### src/design/tx_datapath_pkg.sv
package tx_datapath_pkg;

	// ----------------------------------------
	// Register map
	// ----------------------------------------
	localparam logic [6:0] ADDR_DATAPATH_CONTROL = 7'h1b;
	localparam logic [6:0] ADDR_FIRST_HALFBAND_CONTROL = 7'h1c;
	localparam logic [6:0] ADDR_SECOND_HALFBAND_CONTROL = 7'h1d;

	localparam logic [7:0] DATAPATH_CONTROL_RST = 8'he4;
	localparam logic [7:0] FIRST_HALFBAND_CONTROL_RST = 8'h00;
	localparam logic [7:0] SECOND_HALFBAND_CONTROL_RST = 8'h00;

	// Reserved bits read back as zero
	localparam logic [7:0] DATAPATH_CONTROL_MASK = 8'hef;
	localparam logic [7:0] FIRST_HALFBAND_CONTROL_MASK = 8'h07;
	localparam logic [7:0] SECOND_HALFBAND_CONTROL_MASK = 8'h7f;

	// ----------------------------------------
	// Field positions
	// ----------------------------------------
	localparam int BIT_PREMOD_BYPASS = 7;
	localparam int BIT_SINC_BYPASS = 6;
	localparam int BIT_OSCILLATOR_BYPASS = 5;
	localparam int BIT_OSCILLATOR_GAIN_SCALE = 3;
	localparam int BIT_PHASE_BYPASS = 2;
	localparam int BIT_SIDEBAND_LOW = 1;
	localparam int BIT_I_TO_Q_COPY = 0;
	localparam int BIT_STAGE_BYPASS = 0;
	localparam int FIRST_MODE_LSB = 1;
	localparam int FIRST_MODE_W = 2;
	localparam int SECOND_MODE_LSB = 1;
	localparam int SECOND_MODE_W = 6;

	// ----------------------------------------
	// Serial port framing
	// ----------------------------------------
	localparam logic [4:0] SPI_INSTR_LAST = 5'h07;
	localparam logic [4:0] SPI_FRAME_LAST = 5'h0f;
	localparam logic [4:0] SPI_FRAME_BITS = 5'h10;
	localparam int SPI_READ_FLAG = 7;

	// ----------------------------------------
	// Datapath
	// ----------------------------------------
	localparam int SAMPLE_W = 16;
	localparam int WORK_W = 20;
	localparam int FIFO_DEPTH = 4;
	localparam logic signed [9:0] COS45_Q8 = 10'sh0b5;

	typedef struct packed {
		logic signed [WORK_W-1:0] i;
		logic signed [WORK_W-1:0] q;
	} iq_s;

endpackage : tx_datapath_pkg

### src/design/sample_fifo.sv
`timescale 1ns/1ps

module sample_fifo #(
	parameter int WIDTH = 32,
	parameter int DEPTH = 4
) (
	input wire logic i_clk_sys,
	input wire logic i_rst_n,
	input wire logic i_wr_valid,
	input wire logic [WIDTH-1:0] i_wr_data,
	output logic o_wr_ready,
	output logic o_rd_valid,
	output logic [WIDTH-1:0] o_rd_data,
	input wire logic i_rd_ready
);
	localparam int CW = $clog2(DEPTH + 1);

	if (DEPTH < 2 || WIDTH < 1) begin : g_bad_params
		$error("sample_fifo needs DEPTH >= 2 and WIDTH >= 1");
	end

	// ----------------------------------------
	// Shift-down storage
	// ----------------------------------------
	// Head always sits in slot 0, so read data come straight from a register
	typedef struct packed {
		logic [DEPTH-1:0][WIDTH-1:0] data;
		logic [CW-1:0] count;
		logic ready;
	} fifo_state_s;

	fifo_state_s q, d;
	logic push, pop;
	logic [CW-1:0] slot;

	always_comb begin
		d = q;
		pop = (q.count != '0) && i_rd_ready;
		push = i_wr_valid && q.ready;
		if (pop) begin
			for (int k = 0; k < DEPTH - 1; k++) begin
				d.data[k] = q.data[k + 1];
			end
		end
		slot = pop ? q.count - CW'(1) : q.count;
		if (push) begin
			d.data[slot] = i_wr_data;
		end
		d.count = q.count + CW'(push) - CW'(pop);
		d.ready = d.count < CW'(DEPTH);
	end

	always_ff @(posedge i_clk_sys or negedge i_rst_n) begin
		if (!i_rst_n) begin
			q <= '0;
		end else begin
			q <= d;
		end
	end

	assign o_wr_ready = q.ready;
	assign o_rd_valid = q.count != '0;
	assign o_rd_data = q.data[0];

endmodule : sample_fifo

### src/design/tx_datapath_config.sv
`timescale 1ns/1ps

// Overview of operation
// - Inverse sinc bypass bit 6 skips that filter; bits 7,6,5 reset to one.
// - Oscillator gain bit 3 halves the oscillator amplitude; zero means no scaling.
// - Phase compensation bypass bit 2, reset one, skips phase and dc offset stage.
// - Sideband bit 1 zero gives high-side image, one gives low-side image.
// - Low-side image output spectrum is inverted relative to input data.
// - Copy bit 0 drops input Q, freezes Q path, drives both outputs from I.
// - First stage mode 00 gives an unmodulated passband.
// - First stage modes 01, 10 and 11 modulate by one, two or three quarter turns per sample.
// - First stage bypass bit 0 skips the first half-band; default zero.
// - Second stage mode bits 6:1 default zero; only code 0 in bits 6:4 gives an unmodulated passband.
// - Second stage codes 1..7 modulate by that many eighth turns per sample.
// - Second stage bypass bit 0 skips the second half-band; default zero.
// - Fields are read and written over the four-wire serial port.

module tx_datapath_config
	import tx_datapath_pkg::*;
#(
	parameter logic signed [SAMPLE_W-1:0] DC_OFFSET_I = 16'sh0000,
	parameter logic signed [SAMPLE_W-1:0] DC_OFFSET_Q = 16'sh0000,
	parameter logic signed [7:0] PHASE_ADJUST = 8'sh00
) (
	input wire logic i_clk_sys,
	input wire logic i_rst_n,
	input wire logic i_spi_clk,
	input wire logic i_spi_cs_n,
	input wire logic i_spi_mosi,
	output logic o_spi_miso,
	output logic o_spi_miso_oe,
	input wire logic i_in_valid,
	input wire logic [SAMPLE_W-1:0] i_in_i,
	input wire logic [SAMPLE_W-1:0] i_in_q,
	output logic o_in_ready,
	input wire logic i_dac_take,
	output logic o_dac_valid,
	output logic [SAMPLE_W-1:0] o_dac_i,
	output logic [SAMPLE_W-1:0] o_dac_q
);

	// ----------------------------------------
	// Arithmetic helpers
	// ----------------------------------------
	function automatic logic [SAMPLE_W-1:0] sat16(input logic signed [WORK_W-1:0] v);
		logic signed [WORK_W-1:0] hi;
		hi = WORK_W'(16'sh7fff);
		if (v > hi) return 16'h7fff;
		else if (v < -hi - WORK_W'(1)) return 16'h8000;
		else return v[SAMPLE_W-1:0];
	endfunction : sat16

	function automatic iq_s rot_quarter(input iq_s x, input logic [1:0] k);
		iq_s r;
		r = x;
		case (k)
			2'h1: r = '{i: -x.q, q: x.i};
			2'h2: r = '{i: -x.i, q: -x.q};
			2'h3: r = '{i: x.q, q: -x.i};
			default: r = x;
		endcase
		return r;
	endfunction : rot_quarter

	function automatic iq_s rot_eighth(input iq_s x, input logic [2:0] k);
		iq_s r;
		logic signed [WORK_W+9:0] pi, pq;
		r = rot_quarter(x, k[2:1]);
		pi = (WORK_W+10)'(r.i - r.q) * COS45_Q8;
		pq = (WORK_W+10)'(r.i + r.q) * COS45_Q8;
		if (k[0]) r = '{i: pi[WORK_W+7:8], q: pq[WORK_W+7:8]};
		return r;
	endfunction : rot_eighth

	function automatic iq_s avg2(input iq_s a, input iq_s b);
		logic signed [WORK_W:0] si, sq;
		si = (WORK_W+1)'(a.i) + (WORK_W+1)'(b.i);
		sq = (WORK_W+1)'(a.q) + (WORK_W+1)'(b.q);
		return '{i: si[WORK_W:1], q: sq[WORK_W:1]};
	endfunction : avg2

	// ----------------------------------------
	// State
	// ----------------------------------------
	typedef struct packed {
		logic cs_m, cs_s, clk_m, clk_s, clk_prev, mosi_m, mosi_s;
		logic [4:0] bit_cnt;
		logic [14:0] shift_in;
		logic [6:0] addr;
		logic rd;
		logic [7:0] shift_out;
		logic miso, miso_oe;
		logic [7:0] datapath_control, first_halfband_control, second_halfband_control;
		logic [1:0] hb1_acc;
		logic premod_ph;
		logic [2:0] hb2_acc;
		logic [1:0] osc_ph;
		iq_s hb1_prev, hb2_prev, sinc_p1, sinc_p2;
		logic dac_valid;
		logic [SAMPLE_W-1:0] dac_i, dac_q;
	} core_state_s;

	core_state_s q, d;

	logic fifo_valid;
	logic [2*SAMPLE_W-1:0] fifo_data;
	logic pop, rise, fall, wr_commit;
	logic [7:0] frame_byte;
	logic [7:0] dp;
	logic [FIRST_MODE_W-1:0] first_halfband_mode;
	logic [SECOND_MODE_W-1:0] second_halfband_mode;
	iq_s s_in, s_hb1, s_pre, s_hb2, s_osc, s_ph, s_out;
	logic signed [WORK_W+7:0] ph_prod;

	// ----------------------------------------
	// Input buffer
	// ----------------------------------------
	// Drained only on converter ticks, so a fast source fills it and stalls
	sample_fifo #(
		.WIDTH(2 * SAMPLE_W),
		.DEPTH(FIFO_DEPTH)
	) u_fifo (
		.i_clk_sys(i_clk_sys),
		.i_rst_n(i_rst_n),
		.i_wr_valid(i_in_valid),
		.i_wr_data({i_in_i, i_in_q}),
		.o_wr_ready(o_in_ready),
		.o_rd_valid(fifo_valid),
		.o_rd_data(fifo_data),
		.i_rd_ready(i_dac_take)
	);

	function automatic logic [7:0] reg_read(input core_state_s s, input logic [6:0] a);
		if (a == ADDR_DATAPATH_CONTROL) return s.datapath_control;
		else if (a == ADDR_FIRST_HALFBAND_CONTROL) return s.first_halfband_control;
		else if (a == ADDR_SECOND_HALFBAND_CONTROL) return s.second_halfband_control;
		else return 8'h00;
	endfunction : reg_read

	always_comb begin
		d = q;
		// ----------------------------------------
		// Serial port, sampled through two flops
		// ----------------------------------------
		d.cs_m = i_spi_cs_n;
		d.cs_s = q.cs_m;
		d.clk_m = i_spi_clk;
		d.clk_s = q.clk_m;
		d.clk_prev = q.clk_s;
		d.mosi_m = i_spi_mosi;
		d.mosi_s = q.mosi_m;
		rise = q.clk_s && !q.clk_prev;
		fall = !q.clk_s && q.clk_prev;
		frame_byte = {q.shift_in[6:0], q.mosi_s};
		wr_commit = 1'b0;
		if (q.cs_s) begin
			d.bit_cnt = '0;
			d.rd = 1'b0;
			d.miso_oe = 1'b0;
		end else if (rise && q.bit_cnt < SPI_FRAME_BITS) begin
			d.shift_in = {q.shift_in[13:0], q.mosi_s};
			d.bit_cnt = q.bit_cnt + 5'h01;
			if (q.bit_cnt == SPI_INSTR_LAST) begin
				d.addr = frame_byte[6:0];
				d.rd = frame_byte[SPI_READ_FLAG];
				d.shift_out = reg_read(q, frame_byte[6:0]);
			end else if (q.bit_cnt == SPI_FRAME_LAST && !q.rd) begin
				wr_commit = 1'b1;
				if (q.addr == ADDR_DATAPATH_CONTROL) begin
					d.datapath_control = frame_byte & DATAPATH_CONTROL_MASK;
				end else if (q.addr == ADDR_FIRST_HALFBAND_CONTROL) begin
					d.first_halfband_control = frame_byte & FIRST_HALFBAND_CONTROL_MASK;
				end else if (q.addr == ADDR_SECOND_HALFBAND_CONTROL) begin
					d.second_halfband_control = frame_byte & SECOND_HALFBAND_CONTROL_MASK;
				end
			end
		end else if (fall && q.rd && q.bit_cnt > SPI_INSTR_LAST) begin
			d.miso = q.shift_out[7];
			d.shift_out = {q.shift_out[6:0], 1'b0};
			d.miso_oe = q.bit_cnt < SPI_FRAME_BITS;
		end

		// ----------------------------------------
		// Datapath chain
		// ----------------------------------------
		dp = q.datapath_control;
		first_halfband_mode = q.first_halfband_control[FIRST_MODE_LSB +: FIRST_MODE_W];
		second_halfband_mode = q.second_halfband_control[SECOND_MODE_LSB +: SECOND_MODE_W];
		pop = fifo_valid && i_dac_take;
		s_in.i = WORK_W'($signed(fifo_data[2*SAMPLE_W-1:SAMPLE_W]));
		s_in.q = dp[BIT_I_TO_Q_COPY] ? '0 : WORK_W'($signed(fifo_data[SAMPLE_W-1:0]));
		// Mode rotates by its code every output sample, then a two-tap smoother
		s_hb1 = q.first_halfband_control[BIT_STAGE_BYPASS] ? s_in
			: avg2(rot_quarter(s_in, q.hb1_acc), q.hb1_prev);
		s_pre = (dp[BIT_PREMOD_BYPASS] || !q.premod_ph) ? s_hb1 : iq_s'{i: -s_hb1.i, q: -s_hb1.q};
		s_hb2 = q.second_halfband_control[BIT_STAGE_BYPASS] ? s_pre
			: avg2(rot_eighth(s_pre, q.hb2_acc), q.hb2_prev);
		// Quarter-rate carrier; low side conjugates, which inverts the spectrum
		s_osc = s_hb2;
		if (!dp[BIT_OSCILLATOR_BYPASS]) begin
			s_osc = dp[BIT_SIDEBAND_LOW] ? iq_s'{i: s_hb2.i, q: -s_hb2.q} : s_hb2;
			s_osc = rot_quarter(s_osc, q.osc_ph);
			if (dp[BIT_OSCILLATOR_GAIN_SCALE]) begin
				s_osc = '{i: s_osc.i >>> 1, q: s_osc.q >>> 1};
			end
		end
		ph_prod = (WORK_W+8)'(s_osc.i) * PHASE_ADJUST;
		s_ph = s_osc;
		if (!dp[BIT_PHASE_BYPASS]) begin
			s_ph.i = s_osc.i + WORK_W'(DC_OFFSET_I);
			s_ph.q = s_osc.q + ph_prod[WORK_W+7:8] + WORK_W'(DC_OFFSET_Q);
		end
		// Sharpening three-tap on the previous sample; costs one sample of delay
		s_out = dp[BIT_SINC_BYPASS] ? s_ph : iq_s'{
			i: q.sinc_p1.i + ((q.sinc_p1.i + q.sinc_p1.i - s_ph.i - q.sinc_p2.i) >>> 4),
			q: q.sinc_p1.q + ((q.sinc_p1.q + q.sinc_p1.q - s_ph.q - q.sinc_p2.q) >>> 4)};

		d.dac_valid = pop;
		if (pop) begin
			d.hb1_acc = q.hb1_acc + first_halfband_mode;
			d.hb2_acc = q.hb2_acc + second_halfband_mode[5:3];
			d.premod_ph = !q.premod_ph;
			d.osc_ph = q.osc_ph + 2'h1;
			d.hb1_prev = rot_quarter(s_in, q.hb1_acc);
			d.hb2_prev = rot_eighth(s_pre, q.hb2_acc);
			d.sinc_p2 = q.sinc_p1;
			d.sinc_p1 = s_ph;
			d.dac_i = sat16(s_out.i);
			d.dac_q = dp[BIT_I_TO_Q_COPY] ? sat16(s_out.i) : sat16(s_out.q);
			// Q history frozen while copying, standing in for the gated Q clocks
			if (dp[BIT_I_TO_Q_COPY]) begin
				d.hb1_prev.q = q.hb1_prev.q;
				d.hb2_prev.q = q.hb2_prev.q;
				d.sinc_p1.q = q.sinc_p1.q;
				d.sinc_p2.q = q.sinc_p2.q;
			end
		end
	end

	always_ff @(posedge i_clk_sys or negedge i_rst_n) begin
		if (!i_rst_n) begin
			q <= '0;
			q.cs_m <= 1'b1;
			q.cs_s <= 1'b1;
			q.datapath_control <= DATAPATH_CONTROL_RST;
			q.first_halfband_control <= FIRST_HALFBAND_CONTROL_RST;
			q.second_halfband_control <= SECOND_HALFBAND_CONTROL_RST;
		end else begin
			q <= d;
		end
	end

	assign o_spi_miso = q.miso;
	assign o_spi_miso_oe = q.miso_oe;
	assign o_dac_valid = q.dac_valid;
	assign o_dac_i = q.dac_i;
	assign o_dac_q = q.dac_q;

	logic only_osc, all_bypass;
	assign all_bypass = dp[BIT_PREMOD_BYPASS] && dp[BIT_SINC_BYPASS] && dp[BIT_OSCILLATOR_BYPASS]
		&& dp[BIT_PHASE_BYPASS] && q.first_halfband_control[0] && q.second_halfband_control[0];
	assign only_osc = dp[BIT_PREMOD_BYPASS] && dp[BIT_SINC_BYPASS] && !dp[BIT_OSCILLATOR_BYPASS]
		&& dp[BIT_PHASE_BYPASS] && q.first_halfband_control[0] && q.second_halfband_control[0]
		&& !dp[BIT_I_TO_Q_COPY] && q.osc_ph == 2'h0;
endmodule : tx_datapath_config

### config.mk
export PLATFORM = sky130hd
export DESIGN_NAME = tx_datapath_config
export DESIGN_NICKNAME = d
export VERILOG_FILES = /design/src/design/tx_datapath_pkg.sv /design/src/design/sample_fifo.sv /design/src/design/tx_datapath_config.sv
export SDC_FILE = /design/constraint.sdc
export NUM_CORES = 2
export LEC_CHECK = 0
export BUFFER_PORTS_ARGS = -buffer_cell sky130_fd_sc_hd__buf_2
export CAP_MARGIN = 20
export CORE_ASPECT_RATIO = 1.25
export CORE_MARGIN = 10
export CORE_UTILIZATION = 55
export CTS_BUF_LIST = sky130_fd_sc_hd__clkbuf_8
export DETAILED_ROUTE_END_ITERATION = 8
export GPL_ROUTABILITY_DRIVEN = 0
export PLACE_DENSITY = 0.69
export SLEW_MARGIN = 40
export SYNTH_ARGS = -nofsm -noshare
export SYNTH_HDL_FRONTEND = slang
export SYNTH_HIERARCHICAL = 1
export SYNTH_SLANG_ARGS = --single-unit
### constraint.sdc
create_clock -name i_clk_sys -period 19.9 [get_ports i_clk_sys]
set_input_delay 3.98 -clock i_clk_sys [delete_from_list [all_inputs] [get_ports i_clk_sys]]
set_output_delay 3.98 -clock i_clk_sys [all_outputs]
set_load 0.05 [all_outputs]
==> flow_summary.yaml <==
yosys:
  synth_warnings: 6
  yosysTopAreaCellShare: 0.219
  synth_cells: 5084
  ys_top_cells_by_area: "dfrtp_1 22%, ha_1 11%, mux2_2 8.2%, fa_1 7.2%, nand2_1 4.7%"
  yosysSeqAreaShare: 0.222
  postSynthAreaPerCell_um2: 8.57
  netlist_area_um2: 43600
  yosys_register_bits: 387
  synthArstFlopShare: 1.00
  syn-num-nets: 5668
  ys.flop_type: "dfrtp_1"
  synth_cell_types: 113
  synth_largest_area_cell: "dfrtp_1"
  synth-edff-count: 0
clocking:
  cts_tree: "yes"
  cts-buffers-inserted: 67
  htree_levels: 3
  clockBufferDepth: 3
  clkTransAtPathRegs_ns: 0.07
  cts.sinks: 387
  insertion_delay_ns: 0.71
  clockRootBuffer: "clkbuf_8"
grt:
  track_usage: 0.268
  grt_pass1_wl_um: 199000
  grt_pass1_vias: 37012
  antenna_found_initial: 2
  grt-ovfl-total: 0
  grt_max_degree: 86
setup_path:
  start_kind: "flip-flop"
  crit_type: "flip-flop to flip-flop"
  path_max_fanout: 15
  cp.arrival_ns: 19.80
  worstPathRequired_ns: 20.51
  crit_path_max_incr_delay_ns: 0.53
  slowest_stage: "fa_1"
  ff2ff_path_depth: 88
  crit_top_cell: "ha_1"
  critPathCaptureType: "flip-flop"
place:
  dp_hpwl_um: 96100
  portBuffers: 74
  placed_area_um2: 45900
  dp_slack_ns: -0.0210
layout:
  post-route-cell-area_um2: 48700
  num-nets-final: 5824
  drive_gt1_frac: 0.209
  syn_to_final_growth_pct: 11.7
  nFillCells: 6863
sta:
  setup_viol: 0
  tightest_slew_ns: 1.00
  finalCriticalPeriod_ns: 19.19
  fin_crit_sh: 0.964
  hold_viol_final: 0
  max_slew_margin: 0.330
  fmax_mhz: 52.1
  slew_viol_final: 0
  setup-tns-final_ns: 0
  timing.hold.ws_ns: 0.346
  skew_ns: 0.0482
  final.setup.worst_slack_ns: 0.714
outcome:
  status: "complete, no violations"
detailed_routing:
  wl_met3_um: 7000
  drtIter0Drc: 3058
  final_antenna_net_count: 0
  first_pass_iters: 7
  wl_um: 126000
  drc: 0
  wl_met2_um: 60300
  post_drt_wl_per_cell_um: 19.9
  vias_per_cell: 6.06
  dr.max_layer_used: "met5"
  drt-met1-wl_um: 52300
  vias: 38458
hold_path:
  hp-class: "flip-flop to flip-flop"
  holdPathStages: 0
floorplanning:
  core_area_um2: 78700
  ioPinCount: 75
  start_util: 0.554
  die_height_um: 335
  num_rows: 115
  die_area_um2: 91000
  die_w_um: 272
job:
  maxCapViolations: 0
-- stage by stage --
stage               cells  utilization
finish               6344        0.619
global route         6343        0.619
CTS                  6293        0.600
detailed placement   6175        0.583
global placement     6172        0.582
floorplan            5084            -
-- repair_timing --
action                                 CTS  global route
hold buffers                             0             0
setup endpoints to repair               27            32
gates cloned                             0             1
setup buffers                            0            48
endpoints found under the hold margin    0             0
gates resized for setup                  5           236
pin swaps                                0            48
-- synth_stat cells, drive strengths merged, types with 16 or more instances --
cell,count
a211o,26
a211oi,53
a21o,67
a21oi,314
a221oi,22
a22oi,17
a31oi,59
and2,29
and3,45
buf,143
clkbuf,157
dfrtp,381
fa,156
ha,389
inv,371
mux2,326
mux2i,64
nand2,543
nand2b,51
nand3,80
nand4,21
nor2,340
nor2b,52
nor3,107
nor4,24
o211a,26
o211ai,35
o21a,44
o21ai,342
o21bai,52
o22ai,16
o31ai,55
or2,23
or3,48
xnor2,196
xor2,97
-- logic make-up (layout without fill, tap and decap cells) --
kind of cell	Yosys count	count (layout)	synth area share
AND/OR/NAND/NOR	1455	1455	0.160
AO/OA/AOI/OAI	1327	1327	0.203
buffers and inverters	677	882	0.0679
adder cells (fa/ha/maj)	545	545	0.183
multiplexers	400	400	0.104
flip-flops	387	387	0.222
XOR/XNOR	293	293	0.0589
other	0	2	0
-- state kept, by name, indices dropped and copies added (netlist names) --
signal / count
o_dac_i: 16
q: 199
frame_byte: 8
o_dac_valid: 1
d: 4
dp: 7
u_fifo/q: 99
o_spi_miso: 1
u_fifo/o_wr_ready: 1
o_spi_miso_oe: 1
u_fifo/o_rd_data: 32
first_halfband_mode: 2
o_dac_q: 16
-- cell type report --
type	instances	area, um2	area share
diodes	2	5.00	0.000103
clock buffers	76	1050	0.0215
clock inverters	42	264	0.00542
inverters	377	1420	0.0291
multi-input cells	4020	32100	0.659
flip-flops and latches	387	9700	0.199
well taps	1053	1320	0.0271
repair buffers	387	2840	0.0583
-- per-layer routing --
metal / track usage / vias up
met5: 0 / -
met4: 0.131 / 2
met2: 0.454 / 1223
met3: 0.0380 / 321
li1: - / 18411
met1: 0.332 / 18501
-- worst paths after layout --
kind | slack (ns) | to | from
max | 0.71 | o_dac_q[11] | dp[0]
min | 0.35 | d[265] | d[266]
max reg2reg | 0.71 | o_dac_q[11] | dp[0]
min reg2reg | 0.35 | d[265] | d[266]
max in group asynchronous | 13.98 | q[88] | i_rst_n
min in group asynchronous | 3.19 | u_fifo/o_rd_data[7] | i_rst_n
-- critical path, delay by kind of cell (launching register included) --
family / cells / cell delay (ns)
AO/OA/AOI/OAI: 35 / 7.11
adder cells (fa/ha/maj): 12 / 4.39
AND/OR/NAND/NOR: 20 / 3.90
buffers and inverters: 13 / 1.56
XOR/XNOR: 6 / 1.03
multiplexers: 2 / 0.59
flip-flops: 1 / 0.46
-- cells in the final DEF, fill, tap and decap left out, types with 44 or more instances in the layout --
cell	count
fa_1	156
buf_2	74
nand2_1	539
xnor2_1	179
a31oi_1	53
or3_1	45
o21ai_0	311
dfrtp_1	373
a21o_1	67
o21bai_1	49
clkbuf_8	76
inv_1	390
nor3_1	89
nor2_1	332
a21oi_1	274
ha_1	364
nor2b_1	51
o21a_1	44
nand2b_1	49
buf_4	298
nand3_1	76
xor2_1	87
mux2i_1	55
mux2_2	317
Power is left out: the tool's default activity adds up to more than one toggle a clock period on the data nets, which glitch-free logic cannot reach.
